`src/design/twd_pkg.sv`:
```
package twd_pkg;

   // register byte offsets on the apb slave
   localparam logic [7:0]  OFS_CTRL      = 8'h00;
   localparam logic [7:0]  OFS_STATUS    = 8'h04;
   localparam logic [7:0]  OFS_MASK      = 8'h08;
   localparam logic [7:0]  OFS_COUNT     = 8'h0C;

   // control register fields
   localparam int          CTRL_NOSTOP_BIT = 6;
   localparam int          CTRL_SHORT_BIT  = 7;
   localparam logic [5:0]  CTRL_LOW_READ   = 6'h3F;

   // status and mask fields
   localparam int          STS_W         = 2;
   localparam int          STS_UNDERFLOW = 0;
   localparam int          STS_ILLEGAL   = 1;

   // counter stages
   localparam int          LOW_W       = 8;
   localparam int          HIGH_W      = 12;
   localparam logic [7:0]  LOW_RELOAD  = 8'hFF;
   localparam logic [11:0] HIGH_RELOAD = 12'hFFF;
   localparam logic [7:0]  LOW_ZERO    = 8'h00;
   localparam logic [11:0] HIGH_ZERO   = 12'h000;

   // prescaler in front of the low stage, divide by 16
   localparam int          PRE_W       = 4;
   localparam logic [3:0]  PRE_MAX     = 4'hF;
   localparam logic [3:0]  PRE_ZERO    = 4'h0;

   // periods in clk_sys cycles from a control write to the high stage underflow
   localparam int          CLK_PERIOD_NS  = 4;
   localparam longint      LONG_PERIOD_CYC  = longint'(PRE_MAX + 1) * 256 * 4096;
   localparam longint      SHORT_PERIOD_CYC = longint'(PRE_MAX + 1) * 4096;

   // restart vector pair, low byte at the lower address
   localparam logic [15:0] VEC_LO_ADDR = 16'hFFFC;
   localparam logic [15:0] VEC_HI_ADDR = 16'hFFFD;

   typedef struct packed {
      logic              ctrl_short;
      logic              ctrl_nostop;
      logic              running;
      logic              stopped;
      logic [3:0]        pre;
      logic [7:0]        low;
      logic [11:0]       high;
      logic [STS_W-1:0]  sts;
      logic [STS_W-1:0]  msk;
      logic              irq;
      logic              rst_req;
      logic              boot;
      logic              restart;
      logic [15:0]       vec_addr;
      logic              pready;
      logic              pslverr;
      logic [31:0]       prdata;
   } twd_state_t;

   localparam twd_state_t ST_RST = '{low:      LOW_RELOAD,
                                     high:     HIGH_RELOAD,
                                     boot:     1'b1,
                                     vec_addr: VEC_LO_ADDR,
                                     default:  '0};

endpackage : twd_pkg

```
`src/design/twd_watchdog.sv`:
```
`timescale 1ns/100ps

// Summary of operation
// - watchdog is an 8-bit low stage cascaded into a 12-bit high stage
// - reset and every control write load low with all ones, high with all ones
// - any control write reloads, whatever value sits in bits zero to five
// - only bits six and seven of the control register store written data
// - after reset the watchdog is halted until the first control write
// - high stage underflow raises an internal system reset
// - after any reset, execution restarts from the vector pair fetch
// - with bit six clear the stop instruction halts clock and count
// - counting resumes the moment stop mode is released
// - the count keeps running during the wait state
// - with bit six set the stop instruction is illegal and resets
// - bit six once written to one stays one until the next reset
// - bit seven clear gives the long period to underflow
// - bit seven set gives the short period to underflow
// - counting continues during the settling wait after stop release
module twd_watchdog
(
   // clock and reset
   input  wire logic        clk_sys,
   input  wire logic        resetn,
   // apb slave
   input  wire logic        psel,
   input  wire logic        penable,
   input  wire logic        pwrite,
   input  wire logic [7:0]  paddr,
   input  wire logic [31:0] pwdata,
   output logic      [31:0] prdata,
   output logic             pready,
   output logic             pslverr,
   // processor events
   input  wire logic        halt_oscillator_instruction,
   input  wire logic        wait_state_instruction,
   input  wire logic        stop_release,
   // system side
   output logic             osc_halt,
   output logic             sys_reset_req,
   output logic             restart_fetch,
   output logic      [15:0] vector_addr,
   output logic             irq
);

   ////////////////////////////////////////////////////////////////////////////////

   twd_pkg::twd_state_t st_ff;
   twd_pkg::twd_state_t nxt_st;

   logic                      setup;
   logic                      access;
   logic                      wr_ctrl;
   logic                      wr_status;
   logic                      wr_mask;
   logic                      tick;
   logic                      low_uf;
   logic                      high_step;
   logic                      high_uf;
   logic                      stop_ok;
   logic                      stop_bad;
   logic [twd_pkg::STS_W-1:0] events;

   function automatic logic hit(input logic [7:0] addr, input logic [7:0] ofs);
      hit = (addr[7:2] == ofs[7:2]);
   endfunction : hit

   function automatic logic mapped(input logic [7:0] addr);
      mapped = hit(addr, twd_pkg::OFS_CTRL) | hit(addr, twd_pkg::OFS_STATUS)
             | hit(addr, twd_pkg::OFS_MASK) | hit(addr, twd_pkg::OFS_COUNT);
   endfunction : mapped

   ////////////////////////////////////////////////////////////////////////////////
   // apb decode: setup cycle loads pready, write takes effect at the access edge

   assign setup     = psel & ~penable;
   assign access    = psel & penable & st_ff.pready;
   assign wr_ctrl   = access & pwrite & hit(paddr, twd_pkg::OFS_CTRL);
   assign wr_status = access & pwrite & hit(paddr, twd_pkg::OFS_STATUS);
   assign wr_mask   = access & pwrite & hit(paddr, twd_pkg::OFS_MASK);

   ////////////////////////////////////////////////////////////////////////////////
   // counter chain

   assign tick      = st_ff.running & ~st_ff.stopped & (st_ff.pre == twd_pkg::PRE_MAX);
   assign low_uf    = tick & (st_ff.low == twd_pkg::LOW_ZERO);
   assign high_step = st_ff.ctrl_short ? tick : low_uf;
   assign high_uf   = high_step & (st_ff.high == twd_pkg::HIGH_ZERO);
   assign stop_ok   = halt_oscillator_instruction & ~st_ff.ctrl_nostop;
   assign stop_bad  = halt_oscillator_instruction & st_ff.ctrl_nostop;

   always_comb
   begin
      events                           = '0;
      events[twd_pkg::STS_UNDERFLOW]   = high_uf;
      events[twd_pkg::STS_ILLEGAL]     = stop_bad;
   end

   always_comb
   begin
      nxt_st         = st_ff;
      nxt_st.pready  = setup;
      nxt_st.pslverr = 1'b0;
      nxt_st.rst_req = 1'b0;
      nxt_st.boot    = 1'b0;
      nxt_st.restart = st_ff.boot | st_ff.rst_req;
      nxt_st.vec_addr = twd_pkg::VEC_LO_ADDR;

      // read data and error are prepared in the setup cycle
      if (setup)
      begin
         nxt_st.prdata  = '0;
         nxt_st.pslverr = ~mapped(paddr);
         if (!pwrite)
         begin
            if (hit(paddr, twd_pkg::OFS_CTRL))
            begin
               nxt_st.prdata[7:0] = {st_ff.ctrl_short, st_ff.ctrl_nostop,
                                     twd_pkg::CTRL_LOW_READ};
            end
            else if (hit(paddr, twd_pkg::OFS_STATUS))
            begin
               nxt_st.prdata[twd_pkg::STS_W-1:0] = st_ff.sts;
            end
            else if (hit(paddr, twd_pkg::OFS_MASK))
            begin
               nxt_st.prdata[twd_pkg::STS_W-1:0] = st_ff.msk;
            end
            else if (hit(paddr, twd_pkg::OFS_COUNT))
            begin
               nxt_st.prdata[19:0] = {st_ff.high, st_ff.low};
            end
         end
      end

      // prescaler and stages run through wait, stop them in stop mode and while not running
      if (st_ff.running && !st_ff.stopped)
      begin
         nxt_st.pre = st_ff.pre + 4'h1;
      end
      if (tick)
      begin
         nxt_st.low = st_ff.low - 8'h01;
      end
      if (high_step)
      begin
         nxt_st.high = st_ff.high - 12'h001;
      end

      // stop mode, released straight into counting through the settling wait
      if (stop_ok)
      begin
         nxt_st.stopped = 1'b1;
      end
      if (stop_release)
      begin
         nxt_st.stopped = 1'b0;
      end

      if (wr_ctrl)
      begin
         nxt_st.low         = twd_pkg::LOW_RELOAD;
         nxt_st.high        = twd_pkg::HIGH_RELOAD;
         nxt_st.pre         = twd_pkg::PRE_ZERO;
         nxt_st.running     = 1'b1;
         nxt_st.ctrl_short  = pwdata[twd_pkg::CTRL_SHORT_BIT];
         nxt_st.ctrl_nostop = st_ff.ctrl_nostop | pwdata[twd_pkg::CTRL_NOSTOP_BIT];
      end

      if (wr_mask)
      begin
         nxt_st.msk = pwdata[twd_pkg::STS_W-1:0];
      end
      // new events win over a clear in the same cycle
      nxt_st.sts = (st_ff.sts & ~(wr_status ? pwdata[twd_pkg::STS_W-1:0] : '0)) | events;

      // internal reset puts the timer back to its reset condition
      if (|events)
      begin
         nxt_st.rst_req     = 1'b1;
         nxt_st.running     = 1'b0;
         nxt_st.stopped     = 1'b0;
         nxt_st.ctrl_short  = 1'b0;
         nxt_st.ctrl_nostop = 1'b0;
         nxt_st.pre         = twd_pkg::PRE_ZERO;
         nxt_st.low         = twd_pkg::LOW_RELOAD;
         nxt_st.high        = twd_pkg::HIGH_RELOAD;
      end

      nxt_st.irq = |(nxt_st.sts & nxt_st.msk);
   end

   always_ff @(posedge clk_sys)
   begin
      if (!resetn)
      begin
         st_ff <= twd_pkg::ST_RST;
      end
      else
      begin
         st_ff <= nxt_st;
      end
   end

   ////////////////////////////////////////////////////////////////////////////////
   // outputs

   assign prdata        = st_ff.prdata;
   assign pready        = st_ff.pready;
   assign pslverr       = st_ff.pslverr;
   assign osc_halt      = st_ff.stopped;
   assign sys_reset_req = st_ff.rst_req;
   assign restart_fetch = st_ff.restart;
   assign vector_addr   = st_ff.vec_addr;
   assign irq           = st_ff.irq;
endmodule : twd_watchdog

```
`config.mk`:
```
export PLATFORM = sky130hd
export DESIGN_NAME = twd_watchdog
export DESIGN_NICKNAME = d
export VERILOG_FILES = /design/src/design/twd_pkg.sv /design/src/design/twd_watchdog.sv
export SDC_FILE = /design/constraint.sdc
export NUM_CORES = 1
export LEC_CHECK = 0
export BUFFER_PORTS_ARGS = -buffer_cell sky130_fd_sc_hd__buf_2
export CAP_MARGIN = 20
export CORE_UTILIZATION = 30
export DETAILED_ROUTE_END_ITERATION = 8
export PLACE_DENSITY = 0.52
export REMOVE_ABC_BUFFERS = 1
export SKIP_LAST_GASP = 1
export SLEW_MARGIN = 30
export SYNTH_ARGS = -nofsm -noshare
export SYNTH_HDL_FRONTEND = slang
export SYNTH_SLANG_ARGS = --single-unit
```
`constraint.sdc`:
```
create_clock -name clk_sys -period 1.9 [get_ports clk_sys]
set_input_delay 0.095 -clock clk_sys [delete_from_list [all_inputs] [get_ports clk_sys]]
set_output_delay 0.095 -clock clk_sys [all_outputs]
set_load 0.005 [all_outputs]
```
After elaboration in Yosys (flattened, before gate mapping)
Index checks and enable logic that the tools add are counted.
{"block": "totals", "regBits": 74, "inputBits": 48}
{"block": "classes", "add_sub_neg": 3, "eq_ne": 4, "muxes": 14, "n_bitwise": 27, "reduce_logical": 11}
{"cell": "two-way mux 52 bit", "n": 1}
{"cell": "two-way mux 20 bit", "n": 2}
{"cell": "two-way mux 18 bit", "n": 2}
{"cell": "two-way mux 33 bit", "n": 1}
{"cell": "AND 1 bit", "n": 13}
{"cell": "== test 6 x 2 -> 1 bit (second input constant)", "n": 2}
{"cell": "zero test 12 bit", "n": 1}
{"cell": "two-way mux 12 bit", "n": 1}
{"cell": "subtractor 12 x 1 -> 12 bit (second input constant)", "n": 1}
{"cell": "zero test 8 bit", "n": 1}
{"cell": "two-way mux 2 bit", "n": 4}
{"cell": "two-way mux 8 bit", "n": 1}
{"cell": "OR reduction 4 bit", "n": 2}
{"cell": "subtractor 8 x 1 -> 8 bit (second input constant)", "n": 1}
{"cell": "== test 6 x 1 -> 1 bit (second input constant)", "n": 1}
{"cell": "zero test 6 bit", "n": 1}
{"cell": "NOT 1 bit", "n": 5}
{"cell": "bitwise OR 1 bit", "n": 5}
{"cell": "adder 4 x 1 -> 4 bit (second input constant)", "n": 1}
{"cell": "AND 2 bit", "n": 2}
{"cell": "== test 4 bit (second input constant)", "n": 1}
{"cell": "OR reduction 2 bit", "n": 2}
{"cell": "OR reduction 3 bit", "n": 1}
{"cell": "two-way mux 1 bit", "n": 2}
{"cell": "5 further kinds", "n": 5}

Logic depth before layout (Yosys ltp)
{"block": "logic_depth", "word_depth": 10, "ltp_mapped": 8, "depth_no_buf": 6}

Worst setup path after synthesis
OpenSTA, ideal clock, no wires.
{"block": "synth_path", "kind": "flip-flop to flip-flop", "from": "reg st_ff[72] (netlist name)", "to": "reg st_ff[62] (netlist name)", "setup_ns": 0.081, "arrival_time_ns": 1.653, "slack_ns": 0.166, "path_stages_with_launch": 7, "synth_period_minus_slack_ns": 1.734, "path_cell_list": "dfxtp_1 nor4_4 a31oi_2 nor4_4 nor2_2 buf_6 o211ai_1"}
{"block": "synth_via", "elab_chain_len": 5}
{"item": "start, declared", "line": "twd_watchdog.sv:47", "source": "twd_pkg::twd_state_t st_ff;"}
{"item": "start signal, assigned", "line": "twd_watchdog.sv:196", "source": "st_ff <= twd_pkg::ST_RST;"}
{"item": "start signal, assigned", "line": "twd_watchdog.sv:200", "source": "st_ff <= nxt_st;"}
{"item": "zero test 8 bit (*)", "line": "twd_watchdog.sv:85", "source": "assign low_uf = tick & (st_ff.low == twd_pkg::LOW_ZERO);"}
{"item": "AND 1 bit (*)", "line": "twd_watchdog.sv:85"}
{"item": "two-way mux 1 bit (*)", "line": "twd_watchdog.sv:86", "source": "assign high_step = st_ff.ctrl_short ? tick : low_uf;"}
{"item": "AND 1 bit", "line": "twd_watchdog.sv:87", "source": "assign high_uf = high_step & (st_ff.high == twd_pkg::HIGH_ZERO);"}
{"item": "OR reduction 4 bit (no line)"}
Every way passes the cells marked *; elsewhere a longest branch is shown, timed or not.
A chain may end at the register's enable or synchronous reset.

Final worst setup path
{"block": "layout_path", "from": "reg st_ff[75] (netlist name)", "to": "reg st_ff (netlist bit osc_halt)"}
{"block": "layout_via", "elab_chain_len": 5}
{"item": "zero test 8 bit", "line": "twd_watchdog.sv:85"}
{"item": "AND 1 bit", "line": "twd_watchdog.sv:85"}
{"item": "two-way mux 1 bit", "line": "twd_watchdog.sv:86"}
{"item": "AND 1 bit", "line": "twd_watchdog.sv:87"}
{"item": "OR reduction 4 bit (no line)"}
Every way passes these cells.

==> qor.txt <==
Total GRT Usage: 12.74%
Max Cap Viol: 0
Post-Synthesis Cell Area: 2851 um2
Worst EP required: 2.12 ns
Max FO, Critical Path: 4
critical path class: register to register
PD cells: 809.5 nW/um2
Mapped Cells: 304
crit-path cells: nor4_4 -> a31oi_2 -> nor4_4 -> buf_4 -> nand3b_1 -> nor3_1
Worst-Skew Late Latency: 0.34 ns
buffers and inverters on the worst path: 1
commonest non-fill, non-tap cell in the layout: dfxtp_1
nets: 407
Switching Share: 22.06%
Setup Skew: 0.01017 ns
main flop type after synthesis: dfxtp_1
crit path launch type: register
clock network power share: 51.3%
leak pwr: 1.439 nW
Peak VDD IR: 0.3736 mV
Avg Inst Size Synth: 9.380 um2
XOR/XNOR share of the synthesized area: 5.529%
pre-CTS WS: -0.1172 ns
number of synthesized flops with an enable pin: 0
Pre-Repair DR Iteration Count: 4
Max Fclk: 560.4 MHz
Starting Density: 30.86%
die width: 99.50 um
Hold Path Class: input port to register
Die Area: 9899 um2
leading area contributor after synthesis: dfxtp_1
# rows: 35
cell-internal power: 2.127 mW
# diodes: 0
Switching Power: 0.6020 mW
Synth Area in Compound Gates: 10.66%
final setup vio count: 0
Gate power share: 3.9%
Flop pwr share: 44.8%
Worst-path clk slew: 0.07 ns
min Tclk post-route: 1.784 ns
DRC viols: 0
RSZ-0062 raised after global routing: yes
commonest non-fill, non-tap cells in the layout: dfxtp_1, buf_2, nor2_1
first-pass GRT wire length: 9666 um
pin count of the biggest net entering global routing: 25
DP Area: 3068 um2
final critical-path share of the clock period: 93.92%
Fin. Hold Viols: 0
Synth Area in Adders: 2.194%
DR vias/cell: 4.334
gpl congestion: 0.7499
main combinational cell family by area after synthesis: simple AND/OR/NAND/NOR gates
CTS Sinks: 58
Iter 0 DRT Violations: 81
share of post-route cells with drive strength above 1: 28.41%
drt total wl: 5924 um
Top delay family on crit path: simple AND/OR/NAND/NOR gates
Placeable Area: 9240 um2
grt ovf: 0
overall power: 2.729 mW
CTS tree: done
most used cell, CP: nor4_4
Slew Limit Fails: 0
Synth Area in Simple Gates: 22.03%
clock tree buffer depth: 2
DR WL/cell: 12.14 um
Ports: 102
Design Area, Final: 3371 um2
Arrival @ worst endpoint: 2.01 ns
outcome: complete, no violations
vias in the first global route: 1972
clock root buffer master: clkbuf_8
top cell type's share of synthesized area: 40.72%
initial antenna violation count: 0
placed wire-length estimate: 4091 um
Setup TNS Final: 0 ns
synthesized flop and latch total: 58
async set-reset flop share out of synthesis: 0%
Crit-path slowest cell: nor4_4
via count: 2115
largest cells by area after synthesis: dfxtp_1, buf_4, nor2_1, nand2_1, xnor2_1
Yosys warnings: 0
Num CTS Buffers: 9
number of buffers added on ports: 42
Antenna Nets Post-Route: 0
register area share after synthesis: 40.72%
chip height: 99.50 um
H-tree lvl count: 3
nature of the critical path endpoint: register
mux share of post-synthesis cell area: 2.106%
distinct cell type count after synthesis: 45
final worst slack: 0.1156 ns
Layout area overhead: 18.21%
Max stage delay on crit path: 0.37 ns
## sequential cells by signal (all words and copies together) (netlist names)
signal         flops
osc_halt           1
sys_reset_req      1
pready             1
pslverr            1
st_ff             32
restart_fetch      1
prdata            20
irq                1
## what timing repair did
action,in CTS,in global routing
gates resized for setup,1,1
cloned,0,1
pin swaps,0,3
hold buffers,3,0
endpoints found under the hold margin,3,0
setup endpoints to repair,20,9
setup buffers,0,2
## worst min-delay path, cell delays in order
cell and delay [ns]:
buf_2 0.10, mux2i_1 0.06, nor2_1 0.12
## routing by layer
layer	track usage, %	part of all wire [%]
met1	17.09	51
met2	19.71	44
met3	2.811	3.6
met4	5.430	1.3
met5	0	0
## cell usage after synthesis (all sizes together) (2+ instances only)
library cell	n
mux2i	6
nor4b	2
buf	54
o2111ai	2
nand4	3
nor2	33
or2b	2
inv	7
nor2b	2
a22o	2
nand2	30
conb	2
xor2	6
and2	3
a221oi	4
o31ai	3
xnor2	12
a222oi	2
nand3b	3
dfxtp	58
ha	5
or3	2
a21oi	5
a22oi	12
o211ai	5
nor4	10
clkbuf	6
and3	2
nand3	3
nor3	10
## logic make-up (layout without fill, tap and decap cells)
| logic type | after synthesis | after routing |
|---|---|---|
| xor gates and xnor gates | 18 | 18 |
| and+or+nand+nor | 109 | 110 |
| adders and majority gates | 5 | 5 |
| muxes | 6 | 6 |
| other | 2 | 28 |
| DFF | 58 | 58 |
| AOI/OAI and AO/OA | 38 | 38 |
| buffers and inverters | 68 | 96 |
## final cells by class
class / count / area [um2]
tap: 129 / 161.4
sequential: 58 / 1161
multi-input combinational: 205 / 1335
inverter: 8 / 30.03
clock buffer: 9 / 123.9
fill: 965 / 5869
clock inverter: 7 / 116.4
timing repair buffer: 72 / 442.9
## power groups by stage
stage	Clock, mW	Combinational, mW	Sequential (mW)
4_1_cts	1.43	0.104	1.22
2_1_floorplan	0	0.0474	1.25
3_3_place_gp	0	0.0977	1.25
6_report	1.40	0.107	1.22
5_1_grt	1.49	0.121	1.22
3_5_place_dp	0	0.0986	1.25
## worst paths after layout
| path | from | to | slack (ns) | cells past startpoint |
|---|---|---|---|---|
| worst max-delay path | st_ff[75] | osc_halt | 0.12 | 6 |
| worst min-delay path | pwdata[1] | st_ff[55] | 0.09 | 3 |
| worst max register to register | st_ff[75] | osc_halt | 0.12 | 6 |
| worst min register to register | st_ff[51] | restart_fetch | 0.44 | 2 |
## per-stage QoR
stage	utilization, %	cells	hold WS (ns)
floorplan	-	270	0.1743
global placement	33.20	466	0.2623
detailed placement	33.20	466	0.2644
CTS	36.18	485	0.07683
global route	36.48	488	0.1026
finish	36.48	488	0.09285
Power figures use the tool's default switching activity.
